`src/verilog/ptb_map.svh`:
```
`ifndef PTB_MAP_SVH
`define PTB_MAP_SVH

// ************************************************************
// Register map
// ************************************************************
`define PTB_TICK_CONTROL_ADDR 4'h0
`define PTB_CTRL_RESET        8'h00
`define PTB_RD_IDLE           8'h00

// ************************************************************
// Field positions of tick_control
// ************************************************************
`define PTB_BIT_PEND          7
`define PTB_TAP_HI            6
`define PTB_TAP_LO            4
`define PTB_BIT_CLEAR         3
`define PTB_BIT_IE            2
`define PTB_BIT_RUN           1
`define PTB_BIT_SPARE         0

// ************************************************************
// Divider chain
// ************************************************************
`define PTB_STAGES            15
`define PTB_PRESCALE_STAGES   7
`define PTB_CNT_W             22
`define PTB_CNT_ZERO          22'h000000
`define PTB_PRESCALE_SHIFT    5'h07
`define PTB_NO_SHIFT          5'h00

// Tap bit for each select code; the tick fires when this bit rises, or this bit plus 7 in the EXTRA_PRESCALE build
`define PTB_TAP_BIT_0         5'h0E
`define PTB_TAP_BIT_1         5'h0C
`define PTB_TAP_BIT_2         5'h0A
`define PTB_TAP_BIT_3         5'h06
`define PTB_TAP_BIT_4         5'h05
`define PTB_TAP_BIT_5         5'h04
`define PTB_TAP_BIT_6         5'h03
`define PTB_TAP_BIT_7         5'h02

`endif

```
`src/verilog/ptb_pkg.sv`:
```
package ptb_pkg;

    typedef logic [2:0] ptb_tap_t;
    typedef logic [7:0] ptb_byte_t;
    typedef logic [4:0] ptb_bitidx_t;

endpackage

```
`src/verilog/ptb_tick_if.sv`:
```
`timescale 1ns/1ps

interface ptb_tick_if;
    logic              run;
    ptb_pkg::ptb_tap_t tap_sel;
    logic              advance;
    logic              tick;

    modport ctl (
        output run,
        output tap_sel,
        output advance,
        input  tick
    );

    modport div (
        input  run,
        input  tap_sel,
        input  advance,
        output tick
    );
endinterface

```
`src/verilog/ptb_divider.sv`:
```
`timescale 1ns/1ps
`include "ptb_map.svh"

module ptb_divider #(
    parameter bit EXTRA_PRESCALE = 1'b0
) (
    input wire logic mclk,
    input wire logic srst,
    ptb_tick_if.div  tif
);

    // ************************************************************
    // Tap decode
    // ************************************************************
    function automatic ptb_pkg::ptb_bitidx_t tap_base_f(
        input ptb_pkg::ptb_tap_t sel
    );
        ptb_pkg::ptb_bitidx_t b;
        unique case (sel)
            3'h0: b = `PTB_TAP_BIT_0;
            3'h1: b = `PTB_TAP_BIT_1;
            3'h2: b = `PTB_TAP_BIT_2;
            3'h3: b = `PTB_TAP_BIT_3;
            3'h4: b = `PTB_TAP_BIT_4;
            3'h5: b = `PTB_TAP_BIT_5;
            3'h6: b = `PTB_TAP_BIT_6;
            3'h7: b = `PTB_TAP_BIT_7;
        endcase
        return b;
    endfunction

    logic [`PTB_CNT_W-1:0] cnt_reg;
    logic [`PTB_CNT_W-1:0] cnt_next;
    logic [`PTB_CNT_W-1:0] cnt_inc;
    logic                  tick_reg;
    logic                  step;
    logic                  tap_rise;
    ptb_pkg::ptb_bitidx_t  tap_bit;
    ptb_pkg::ptb_bitidx_t  tap_shift;

    // Mask option fixes the extra stages at build time
    assign tap_shift = EXTRA_PRESCALE ? `PTB_PRESCALE_SHIFT
                                      : `PTB_NO_SHIFT;
    assign tap_bit  = tap_base_f(tif.tap_sel) + tap_shift;
    assign step     = tif.run & tif.advance;
    assign cnt_inc  = cnt_reg + 1'b1;
    // Rising tap bit: first tick after half a period, then every period
    assign tap_rise = step & ~cnt_reg[tap_bit] & cnt_inc[tap_bit];
    assign cnt_next = !tif.run ? `PTB_CNT_ZERO
                    : step     ? cnt_inc
                    :            cnt_reg;
    assign tif.tick = tick_reg;

    // ************************************************************
    // Counter chain
    // ************************************************************
    always_ff @(posedge mclk) begin
        if (srst) begin
            cnt_reg  <= `PTB_CNT_ZERO;
            tick_reg <= 1'b0;
        end else begin
            cnt_reg  <= cnt_next;
            tick_reg <= tap_rise;
        end
    end

    logic [`PTB_CNT_W-1:0] low_mask;
    assign low_mask = (`PTB_CNT_W'(1) << tap_bit) - 1'b1;
endmodule

```
`src/verilog/ptb_timebase.sv`:
```
// Added by the designer: the register addresses and the plain strobed port.
`timescale 1ns/1ps
`include "ptb_map.svh"

module ptb_timebase #(
    parameter bit          EXTRA_PRESCALE = 1'b0,
    parameter int unsigned ADDR_W         = 4
) (
    input  wire logic              mclk,
    input  wire logic              srst,
    input  wire logic [ADDR_W-1:0] addr,
    input  wire logic [7:0]        wr_data,
    input  wire logic              wr_en,
    input  wire logic              rd_en,
    output logic      [7:0]        rd_data,
    input  wire logic              oscillator_clock,
    input  wire logic              wait_mode,
    input  wire logic              stop_mode,
    input  wire logic              osc_run_in_stop,
    output logic                   irq_req
);

    // ************************************************************
    // Declarations
    // ************************************************************
    ptb_tick_if tif ();

    logic              osc_meta_reg;
    logic              osc_sync_reg;
    logic              osc_prev_reg;
    logic              osc_edge;
    logic              osc_halted;

    logic              timebase_run_reg;
    logic              timebase_run_next;
    logic              tick_irq_enable_reg;
    logic              tick_irq_enable_next;
    logic              tick_pending_flag_reg;
    logic              tick_pending_flag_next;
    ptb_pkg::ptb_tap_t tap_select_reg;
    ptb_pkg::ptb_tap_t tap_select_next;
    ptb_pkg::ptb_byte_t rd_data_reg;
    ptb_pkg::ptb_byte_t rd_data_next;
    ptb_pkg::ptb_byte_t ctrl_view;
    logic              irq_reg;
    logic              irq_next;

    logic              bus_open;
    logic              addr_hit;
    logic              wr_ctrl;
    logic              rd_ctrl;
    logic              tick_clear;

    // ************************************************************
    // Oscillator edge detect
    // ************************************************************
    // Oscillator is asynchronous to mclk; it must run below mclk/2
    always_ff @(posedge mclk) begin
        if (srst) begin
            osc_meta_reg <= 1'b0;
            osc_sync_reg <= 1'b0;
            osc_prev_reg <= 1'b0;
        end else begin
            osc_meta_reg <= oscillator_clock;
            osc_sync_reg <= osc_meta_reg;
            osc_prev_reg <= osc_sync_reg;
        end
    end

    assign osc_edge   = osc_sync_reg & ~osc_prev_reg;
    // Oscillator gone in stop unless kept alive
    assign osc_halted = stop_mode & ~osc_run_in_stop;

    // ************************************************************
    // Divider chain
    // ************************************************************
    assign tif.run     = timebase_run_reg;
    assign tif.tap_sel = tap_select_reg;
    assign tif.advance = osc_edge & ~osc_halted;

    ptb_divider #(
        .EXTRA_PRESCALE (EXTRA_PRESCALE)
    ) u_divider (
        .mclk (mclk),
        .srst (srst),
        .tif  (tif.div)
    );

    // ************************************************************
    // Register decode
    // ************************************************************
    // CPU cannot reach the register in wait or stop
    assign bus_open   = ~wait_mode & ~stop_mode;
    assign addr_hit   = addr == ADDR_W'(`PTB_TICK_CONTROL_ADDR);
    assign wr_ctrl    = wr_en & bus_open & addr_hit;
    assign rd_ctrl    = rd_en & bus_open & addr_hit;
    assign tick_clear = wr_ctrl & wr_data[`PTB_BIT_CLEAR];

    assign timebase_run_next    = wr_ctrl ? wr_data[`PTB_BIT_RUN]
                                          : timebase_run_reg;
    assign tick_irq_enable_next = wr_ctrl ? wr_data[`PTB_BIT_IE]
                                          : tick_irq_enable_reg;
    assign tap_select_next      = wr_ctrl
                                ? wr_data[`PTB_TAP_HI:`PTB_TAP_LO]
                                : tap_select_reg;
    // Set wins over clear so a tick in the clear cycle survives
    assign tick_pending_flag_next = tif.tick
        | (tick_pending_flag_reg & ~tick_clear);

    assign irq_next = tick_pending_flag_next
                    & tick_irq_enable_next;

    // Clear bit and spare bit read zero
    always_comb begin
        ctrl_view                          = `PTB_CTRL_RESET;
        ctrl_view[`PTB_BIT_PEND]           = tick_pending_flag_reg;
        ctrl_view[`PTB_TAP_HI:`PTB_TAP_LO] = tap_select_reg;
        ctrl_view[`PTB_BIT_CLEAR]          = 1'b0;
        ctrl_view[`PTB_BIT_IE]             = tick_irq_enable_reg;
        ctrl_view[`PTB_BIT_RUN]            = timebase_run_reg;
        ctrl_view[`PTB_BIT_SPARE]          = 1'b0;
    end

    assign rd_data_next = rd_ctrl ? ctrl_view : `PTB_RD_IDLE;

    // ************************************************************
    // Control state
    // ************************************************************
    always_ff @(posedge mclk) begin
        if (srst) begin
            timebase_run_reg      <= 1'b0;
            tick_irq_enable_reg   <= 1'b0;
            tap_select_reg        <= 3'h0;
            tick_pending_flag_reg <= 1'b0;
            rd_data_reg           <= `PTB_RD_IDLE;
            irq_reg               <= 1'b0;
        end else begin
            timebase_run_reg      <= timebase_run_next;
            tick_irq_enable_reg   <= tick_irq_enable_next;
            tap_select_reg        <= tap_select_next;
            tick_pending_flag_reg <= tick_pending_flag_next;
            rd_data_reg           <= rd_data_next;
            irq_reg               <= irq_next;
        end
    end

    assign rd_data = rd_data_reg;
    assign irq_req = irq_reg;
endmodule

```
`config.mk`:
```
export PLATFORM = sky130hd
export DESIGN_NAME = ptb_timebase
export DESIGN_NICKNAME = d
export VERILOG_FILES = /design/src/verilog/ptb_pkg.sv /design/src/verilog/ptb_tick_if.sv /design/src/verilog/ptb_divider.sv /design/src/verilog/ptb_timebase.sv
export VERILOG_INCLUDE_DIRS = /design/src /design/src/verilog
export SDC_FILE = /design/constraint.sdc
export NUM_CORES = 1
export LEC_CHECK = 0
export BUFFER_PORTS_ARGS = -buffer_cell sky130_fd_sc_hd__buf_4
export CORE_MARGIN = 2
export CORE_UTILIZATION = 60
export CTS_CLUSTER_DIAMETER = 80
export CTS_CLUSTER_SIZE = 14
export DETAILED_ROUTE_END_ITERATION = 10
export PLACE_DENSITY = 0.8
export SLEW_MARGIN = 5
export SYNTH_ARGS = -nofsm -noshare
export SYNTH_HDL_FRONTEND = slang
export SYNTH_SLANG_ARGS = --single-unit
```
`constraint.sdc`:
```
create_clock -name mclk -period 3.03 [get_ports mclk]
set_input_delay 0.7575 -clock mclk [delete_from_list [all_inputs] [get_ports mclk]]
set_output_delay 0.7575 -clock mclk [all_outputs]
set_load 0.02 [all_outputs]
```
### Yosys cells after proc, flatten, opt, wreduce, memory -nomap -nowiden

Memory sizes are Yosys's and may differ from the RTL's. A register that Yosys moved wholly into a read port is not among the register bits.
Index checks and enable logic that the tools add are counted.

* $add $sub $neg: 1
* magnitude comparators: 1
* multiplexer cells: 7
* bitwise logic cells: 24
* reductions and logical operators: 3

Operators with widths (count)
* adder 22 x 1 -> 22 bit, second input constant: 1
* bitwise AND 1 bit: 14
* binary-select mux 1 bit (select 5 bit): 2
* NOT 1 bit: 9
* < comparator 5 x 6 -> 1 bit, second input constant: 1
* two-way mux 3 bit: 2
* zero test 4 bit: 1
* OR reduction 2 bit: 2
* two-way mux 1 bit: 3
* OR 1 bit: 1

* register bits after elaboration: 41
* ROM bits: 32
* bits of input ports: 20
* output and inout port bits: 9
* word-level logic and storage cells: 49
* memories: 1

Memory list
* (name not given): depth 8, width 4, rd ports 1, clocked after memory_dff 1, write ports 0, line ptb_divider.sv:19 `unique case (sel)`

### Longest topological paths before layout

Gate-level depths: netlist of the first run.

* word-level depth: 9
* depth in mapped cells: 8

### By module

From an unflattened synthesis of the first run, not the netlist that was laid out.

* cells, all modules: 168
* area, all modules: 1516.5 µm²

Modules (own cells, without submodules)
* ptb_divider: instances 1, cells each 110, area an instance 923.4 µm²
* ptb_timebase: instances 1, cells each 58, area an instance 593.1 µm²

### Least setup slack after synthesis of the first run

No wires, ideal clock.

* path kind: input to register
* from: input osc_run_in_stop
* to: register u_divider.cnt_reg[12]
* data arrival time: 1.978 ns
* required time: 2.915 ns
* slack: 0.938 ns
* stages on the path: 7
* cell sequence: and2b_1 -> or4_4 -> buf_6 -> or2_4 -> nor2_2 -> xnor2_1 -> nor2_1

* cells in the longest elaborated chain, start to end: 5

RTL lines
* from (decl): line ptb_timebase.sv:19 `input wire logic osc_run_in_stop,`
* NOT 1 bit: line ptb_timebase.sv:72 `assign osc_halted = stop_mode & ~osc_run_in_stop;`
* bitwise AND 1 bit: line ptb_timebase.sv:72
* NOT 1 bit: line ptb_timebase.sv:79 `assign tif.advance = osc_edge & ~osc_halted;`
* bitwise AND 1 bit: line ptb_timebase.sv:79
* bitwise AND 1 bit: line ptb_divider.sv:45 `assign step = tif.run & tif.advance;`
* to (signal assigned): line ptb_divider.sv:59 `` cnt_reg <= `PTB_CNT_ZERO; ``
* to (signal assigned): line ptb_divider.sv:62 `cnt_reg <= cnt_next;`
* to (decl): line ptb_divider.sv:32 `` logic [`PTB_CNT_W-1:0] cnt_reg; ``

Every way passes these cells.
A chain may end at the register's enable or synchronous reset.

### Worst setup path in the final report of the first run

* from: register, netlist name u_divider.tap_bit[0]
* to: register u_divider.tick_reg (netlist: u_divider.tif.tick)

* cells in the longest elaborated chain, start to end: 5
* elaborated cells between the ends (all ways): 7

RTL lines
* binary-select mux 1 bit (select 5 bit): line ptb_divider.sv:48 `assign tap_rise = step & ~cnt_reg[tap_bit] & cnt_inc[tap_bit];`
* two-way mux 1 bit (implied by the code): line ptb_divider.sv:48
* NOT 1 bit: line ptb_divider.sv:48
* bitwise AND 1 bit: line ptb_divider.sv:48
* bitwise AND 1 bit (*): line ptb_divider.sv:48
* to (signal assigned): line ptb_divider.sv:63 `tick_reg <= tap_rise;`
* to (decl): line ptb_divider.sv:35 `logic tick_reg;`

Mark *: on every way between the ends. The rest lies on a longest branch, timed or not. The select of a mux whose other input is x is not followed.

==> impl_metrics.json, run 1 <==
{
  "status": "complete, no violations",
  "syn-mean-instance-area_um2": 8.61,
  "clock_tree_from_tritoncts": "yes",
  "startpoint_kind_of_the_worst_setup_timing_path": "flop",
  "cts-root-buf": "sky130_fd_sc_hd__clkbuf_4",
  "vdd_drop_max_mv": 0.232,
  "fill_cells": 285,
  "synth_area_um2": 1990,
  "setup_viol": 0,
  "antenna_cells_inserted": 0,
  "tightestPinTransition_ps": 824,
  "timing.final.crit_period_ps": 2270,
  "global_route.overflow_total": 0,
  "cap_violations": 0,
  "synthesis.instances": 231,
  "initial_core_util_pct": 64.1,
  "synth_cell_types": 48,
  "worst_ep_arrival_time_ps": 2550,
  "synthToLayoutAreaGrowth_pct": 9.37,
  "grt_antenna_before_repair": 0,
  "final_cell_mix": "sky130_fd_sc_hd__dfxtp_1, sky130_fd_sc_hd__nor2_1, sky130_fd_sc_hd__buf_4",
  "worst-path-max-fanout": 23,
  "critical-path-slowest-cell": "sky130_fd_sc_hd__dfxtp_1",
  "synth-warning-count": 0,
  "grt_usage_pct": 24.6,
  "num_rows": 20,
  "mostFrequentLayoutCell": "sky130_fd_sc_hd__dfxtp_1",
  "ios": 29,
  "power_density_over_cell_area_nw_per_um2": 362,
  "routed_wl_mm": 4.00,
  "routed_wire_length_per_instance_um": 13.7,
  "vias_per_cell": 5.67,
  "final_net_count": 268,
  "post-route-period-util_pct": 74.9,
  "numPlacedInstances": 284,
  "timing_hold_violations_final": 0,
  "cellLeakagePower_nw": 0.781,
  "postSynthRegisterBits": 37,
  "die_height_um": 61.6,
  "clk_pin_slew_ps": 110,
  "fin_cells": 292,
  "grt_pass1_wl_mm": 6.66,
  "post_dp_cell_area_um2": 2120,
  "routabilityCongestion": 0.883,
  "cts-root-to-sink-buffers": 2,
  "power_mw": 0.788,
  "clock.fmax_ghz": 0.441,
  "setup-tns-final_ps": 0,
  "drtIter0Drc": 139,
  "num_vias": 1657,
  "cts_inserted_buffers": 5,
  "timing.hold.worst.class": "flop to flop",
  "die_w_um": 61.6,
  "synth_seq_area_share_pct": 37.2,
  "fin_util_pct": 70.1,
  "cts.htree.levels": 2,
  "cts_post_setup_buffers_inserted": 0,
  "worst_path_largest_cell_delay_ps": 880,
  "post-dp-hpwl_mm": 2.76,
  "postRouteAntennaNets": 0,
  "final_layout_size_suffix_gt1_share_pct": 19.4,
  "cts-hold-fix-buffers": 0,
  "final-max-slew-violation-count": 0,
  "clock_insertion_delay_worst_skew_ps": 370,
  "tritoncts_num_sinks": 37,
  "cts.repair.resized": 0,
  "critPathRequiredTime_ps": 3310,
  "die_area_um2": 3790,
  "placeableCoreArea_um2": 3100,
  "number_of_flip_flops_in_the_largest_register": 16,
  "numPortBuffers": 24,
  "maximum_number_of_pins_on_one_net_before_global_route_repair": 24,
  "worstPathCellList": "nand3_1, nor3_1, o21ai_0, o211a_1, o32a_1, o221ai_1",
  "drt_first_pass_iters": 4,
  "remaining_drc_errors": 0,
  "max-slew-margin-rel_pct": 45.0,
  "path_class": "flop to flop",
  "via_count_of_the_first_global_routing_pass": 1444,
  "timing.clock.skew_ps": 9.41,
  "layout.cell_area.non_filler_um2": 2180,
  "grt_setup_unrepaired": "false",
  "worstSetupEndpointType": "flop"
}
Yosys cell counts (all sizes together):
cell type / count / share of area (%)
dfxtp: 37 / 37
nor2: 36 / 7.0
nand2: 15 / 2.8
nand3: 12 / 3.6
xor2: 12 / 5.3
buf: 10 / 3.2
nor3: 9 / 2.3
clkbuf: 8 / 3.0
nand4: 8 / 2.5
xnor2: 8 / 3.5
a21oi: 7 / 1.8
and2: 7 / 2.2
inv: 6 / 1.1
nor4: 6 / 2.2
o21ai: 6 / 1.5
mux2i: 5 / 2.5
mux4: 4 / 4.5
or3: 4 / 1.3
a31oi: 3 / 0.94
nand2b: 3 / 1.3
nor2b: 3 / 0.94
nor3b: 2 / 0.75
o2111ai: 2 / 0.88
o22ai: 2 / 0.63
or2: 2 / 0.75
a211oi: 1 / 0.38
and2b: 1 / 0.38
and3: 1 / 0.31
conb: 1 / 0.19
ha: 1 / 0.63
mux2: 1 / 0.57
o211a: 1 / 0.50
o221ai: 1 / 0.44
o311ai: 1 / 0.44
o31a: 1 / 0.44
o31ai: 1 / 0.38
o32a: 1 / 0.50
or2b: 1 / 0.38
or4: 1 / 0.57
power breakdown:
group          switching (mW)  internal, mW  leakage (nW)
Combinational          0.0121        0.0182         0.458
Sequential            0.00160         0.488         0.299
Clock                   0.177        0.0905        0.0245
Total                   0.191         0.597         0.781
cell type report:
cell class | count | area, µm² | area share [%]
inverter | 6 | 22.5 | 1.04
tap | 44 | 55.1 | 2.53
multi-input combinational | 171 | 1110 | 50.8
timing repair buffer | 26 | 195 | 8.97
clock buffer | 6 | 41.3 | 1.90
sequential | 37 | 741 | 34.0
clock inverter | 2 | 15.0 | 0.690
worst paths after layout:
path                             start  slack [ps]                 end  cells after the start
setup / recovery  u_divider.tap_bit[0]         760  u_divider.tif.tick                      6
hold / removal            osc_meta_reg         450        osc_sync_reg                      1
setup reg to reg  u_divider.tap_bit[0]         760  u_divider.tif.tick                      6
hold reg to reg           osc_meta_reg         450        osc_sync_reg                      1
routing by layer:
layer	wire length (µm)	vias to the layer above	global-route usage, %
li1	-	831	-
met1	1870	760	31.2
met2	1780	57	37.7
met3	258	9	5.67
met4	94	0	15.2
met5	0	-	0
cells by family after synthesis:
| family | after synthesis | synth area share, % |
|---|---|---|
| simple gates | 111 | 29.4 |
| flops | 37 | 37.2 |
| compound gates | 27 | 8.81 |
| buf+inv | 24 | 7.36 |
| xor+xnor | 20 | 8.81 |
| mux | 10 | 7.61 |
| fa+ha+maj | 1 | 0.629 |
| other cells | 1 | 0.188 |
through the flow:
step	hold slack [ps]	worst slack (ps)
2_1_floorplan	414	938
3_3_place_gp	416	809
3_5_place_dp	424	796
4_1_cts	452	790
5_1_grt	474	589
6_report	448	760
worst max-delay path: cells and delay by family, from the launching register on:
kind	cells	cell delay (ps)
and+or+nand+nor	2	520
AOI/OAI and AO/OA	4	780
DFF	1	880
Note: power is estimated with default switching activity, not from simulation.
==> run 2: changes to the inputs <==
--- a/config.mk
+++ b/config.mk
@@ -6,13 +6,14 @@
 export SDC_FILE = /design/constraint.sdc
 export NUM_CORES = 1
 export LEC_CHECK = 0
+export ABC_AREA = 1
 export BUFFER_PORTS_ARGS = -buffer_cell sky130_fd_sc_hd__buf_4
 export CORE_MARGIN = 2
-export CORE_UTILIZATION = 60
+export CORE_UTILIZATION = 56
 export CTS_CLUSTER_DIAMETER = 80
 export CTS_CLUSTER_SIZE = 14
 export DETAILED_ROUTE_END_ITERATION = 10
-export PLACE_DENSITY = 0.8
+export PLACE_DENSITY = 0.75
 export SLEW_MARGIN = 5
 export SYNTH_ARGS = -nofsm -noshare
 export SYNTH_HDL_FRONTEND = slang
==> constraint.sdc (replaced) <==
create_clock -name mclk -period 2.2 [get_ports mclk]
set_input_delay 0.55 -clock mclk [delete_from_list [all_inputs] [get_ports mclk]]
set_output_delay 0.55 -clock mclk [all_outputs]
set_load 0.02 [all_outputs]
==> run 2 against run 1 <==
Net effect:
- synthesized area up 1.4%
- worst hold slack worse by 35 ps
- maximum frequency up 38%
- synthesized cell count up 33%
- routed wire length up 9.8%
- setup slack worse by 210 ps
- global-route usage down 1.0 points
- non-clock buffer count up 3
- final cell count up 30%
- design area up 7.1%
- largest cell class unchanged
- largest power group unchanged
==> impl_metrics.json, run 2 <==
{
  "status": "complete, no violations",
  "routabilityCongestion": 0.948,
  "cts-root-buf": "sky130_fd_sc_hd__clkbuf_4",
  "vdd_drop_max_mv": 0.392,
  "grt_setup_unrepaired": "false",
  "cap_violations": 0,
  "final-max-slew-violation-count": 0,
  "fin_util_pct": 68.7,
  "share_of_the_synthesized_area_in_compound_gates_ao_oa_aoi_oai_pct": 14.8,
  "worstSetupEndpointType": "flop",
  "met3WireLength_um": 280,
  "startpoint_kind_of_the_worst_setup_timing_path": "flop",
  "post-dp-hpwl_mm": 3.29,
  "dominantRegCellSynth": "sky130_fd_sc_hd__dfxtp_1",
  "cts-hold-fix-buffers": 0,
  "path_class": "flop to flop",
  "post_synth_edffs": 0,
  "via_count_of_the_first_global_routing_pass": 1772,
  "cts_inserted_buffers": 5,
  "die_area_um2": 4100,
  "num_rows": 21,
  "timing.final.crit_period_ps": 1650,
  "power_density_over_cell_area_nw_per_um2": 526,
  "cellLeakagePower_nw": 1.02,
  "synth_cell_types": 29,
  "combinational_family_with_the_most_area_after_synthesis": "simple AND/OR/NAND/NOR gates",
  "timing_hold_violations_final": 0,
  "synthToLayoutAreaGrowth_pct": 15.4,
  "worstPathCellList": "ha_1, nand2_2, nor2_4, nand4_1, nand3_1, nand3_1, nand3_1, nand2_1, nor2_1, nor2_1",
  "timing.hold.worst.class": "input port to flop",
  "placeableCoreArea_um2": 3390,
  "final_cell_mix": "sky130_fd_sc_hd__nand2_1, sky130_fd_sc_hd__inv_1, sky130_fd_sc_hd__nor2_1",
  "post_synth_and_or_nand_nor_area_fraction_pct": 35.5,
  "ys_async_rst_share_pct": 0,
  "clock_tree_from_tritoncts": "yes",
  "final_net_count": 355,
  "post_synth_main_area_contributors": "sky130_fd_sc_hd__dfxtp_1, sky130_fd_sc_hd__nand2_1, sky130_fd_sc_hd__inv_1, sky130_fd_sc_hd__nor2_1, sky130_fd_sc_hd__nand3_1",
  "postRouteAntennaNets": 0,
  "critPathRequiredTime_ps": 2460,
  "drtIter0Drc": 165,
  "post-route-period-util_pct": 74.9,
  "die_height_um": 64.0,
  "fill_cells": 299,
  "numPortBuffers": 24,
  "synthDominantAreaCellType": "sky130_fd_sc_hd__dfxtp_1",
  "cts.htree.levels": 2,
  "syn-mean-instance-area_um2": 6.55,
  "synth-xor-area-share_pct": 0.434,
  "muxShareOfSynthArea_pct": 0,
  "die_w_um": 64.0,
  "num_vias": 1986,
  "synth-warning-count": 0,
  "clock.fmax_ghz": 0.607,
  "clk_pin_slew_ps": 110,
  "m1WireLength_mm": 2.13,
  "initial_core_util_pct": 59.5,
  "maximum_number_of_pins_on_one_net_before_global_route_repair": 23,
  "routed_wl_mm": 4.40,
  "synth_seq_area_share_pct": 36.7,
  "setup-tns-final_ps": 0,
  "wl_met2_mm": 1.93,
  "cts_post_setup_buffers_inserted": 0,
  "synthesis.instances": 308,
  "worst_ep_arrival_time_ps": 1910,
  "clock_insertion_delay_worst_skew_ps": 360,
  "grt_pass1_wl_mm": 7.63,
  "synth_largest_type_area_fraction_pct": 36.7,
  "area_used_by_multi_input_combinational_logic_um2": 1040,
  "fin_cells": 381,
  "layout.area.seq_um2": 741,
  "global_route.overflow_total": 0,
  "numPlacedInstances": 373,
  "final_layout_size_suffix_gt1_share_pct": 16.1,
  "ios": 29,
  "antenna_cells_inserted": 0,
  "number_of_flip_flops_in_the_largest_register": 16,
  "power_mw": 1.23,
  "synthTopCellsByCount": "sky130_fd_sc_hd__nand2_1, sky130_fd_sc_hd__inv_1, sky130_fd_sc_hd__nor2_1",
  "grt_usage_pct": 23.6,
  "critical-path-slowest-cell": "sky130_fd_sc_hd__dfxtp_1",
  "grt_antenna_before_repair": 0,
  "finalHoldWorstSlack_ps": 413,
  "topRoutingLayerUsed": "met4",
  "drt_first_pass_iters": 4,
  "tritoncts_num_sinks": 37,
  "postSynthRegisterBits": 37,
  "reg2reg_setup_slack_ps": 550,
  "remaining_drc_errors": 0,
  "setup_viol": 0,
  "worst_path_largest_cell_delay_ps": 420,
  "routed_wire_length_per_instance_um": 11.5,
  "mostFrequentLayoutCell": "sky130_fd_sc_hd__nand2_1",
  "synth.most_common_cell": "sky130_fd_sc_hd__nand2_1",
  "cts-root-to-sink-buffers": 2,
  "synth_area_um2": 2020,
  "most_repeated_library_cell_on_the_critical_path": "sky130_fd_sc_hd__nand3_1",
  "post_synth_fa_ha_maj_area_fraction_pct": 0.620,
  "worst-path-max-fanout": 7,
  "cts.repair.resized": 0,
  "vias_per_cell": 5.21,
  "timing.clock.skew_ps": 11.5
}
[run 2: logic make-up after synthesis]
group,count (synthesis)
fa+ha+maj,1
buf+inv,59
simple gates,159
xor+xnor,1
other cells,1
compound gates,50
flops,37
[run 2: path summary, 6_finish.rpt]
path | startpoint | to | cells past startpoint
setup / recovery | u_divider.cnt_reg[1] | u_divider.tif.tick | 10
hold reg to reg | osc_meta_reg | osc_sync_reg | 2
hold / removal | oscillator_clock | osc_meta_reg | 3
setup reg to reg | u_divider.cnt_reg[1] | u_divider.tif.tick | 10
[run 2: area by class of cell]
cell class,instances,share of cell area (%)
multi-input combinational,213,44.8
tap,46,2.47
timing repair buffer,29,9.34
inverter,48,7.73
sequential,37,31.8
clock inverter,2,1.61
clock buffer,6,2.20
[run 2: where the power goes]
group / internal, mW / switching, mW / leakage (nW)
clock: 0.270 / 0.235 / 0.0445
combinational: 0.0250 / 0.0216 / 0.676
sequential: 0.673 / 0.00128 / 0.299
[run 2: worst max-delay path, delay by kind of cell (launching register included)]
family / cells / cell delay (ps)
AND/OR/NAND/NOR: 9 / 910
flip-flops: 1 / 420
adder cells (fa/ha/maj): 1 / 240
[run 2: stage by stage]
step	setup slack [ps]	area [µm²]
final	553	2330
after global routing	369	2330
after floorplan	704	2020
after CTS	551	2330
after detailed placement	367	2240
after global placement	408	2240
[run 2: metal layers]
layer  global-route usage [%]  vias up
met4                     8.42        0
met2                     35.3       44
met1                     32.7      895
met5                        0        -
li1                         -     1038
met3                     5.81        9
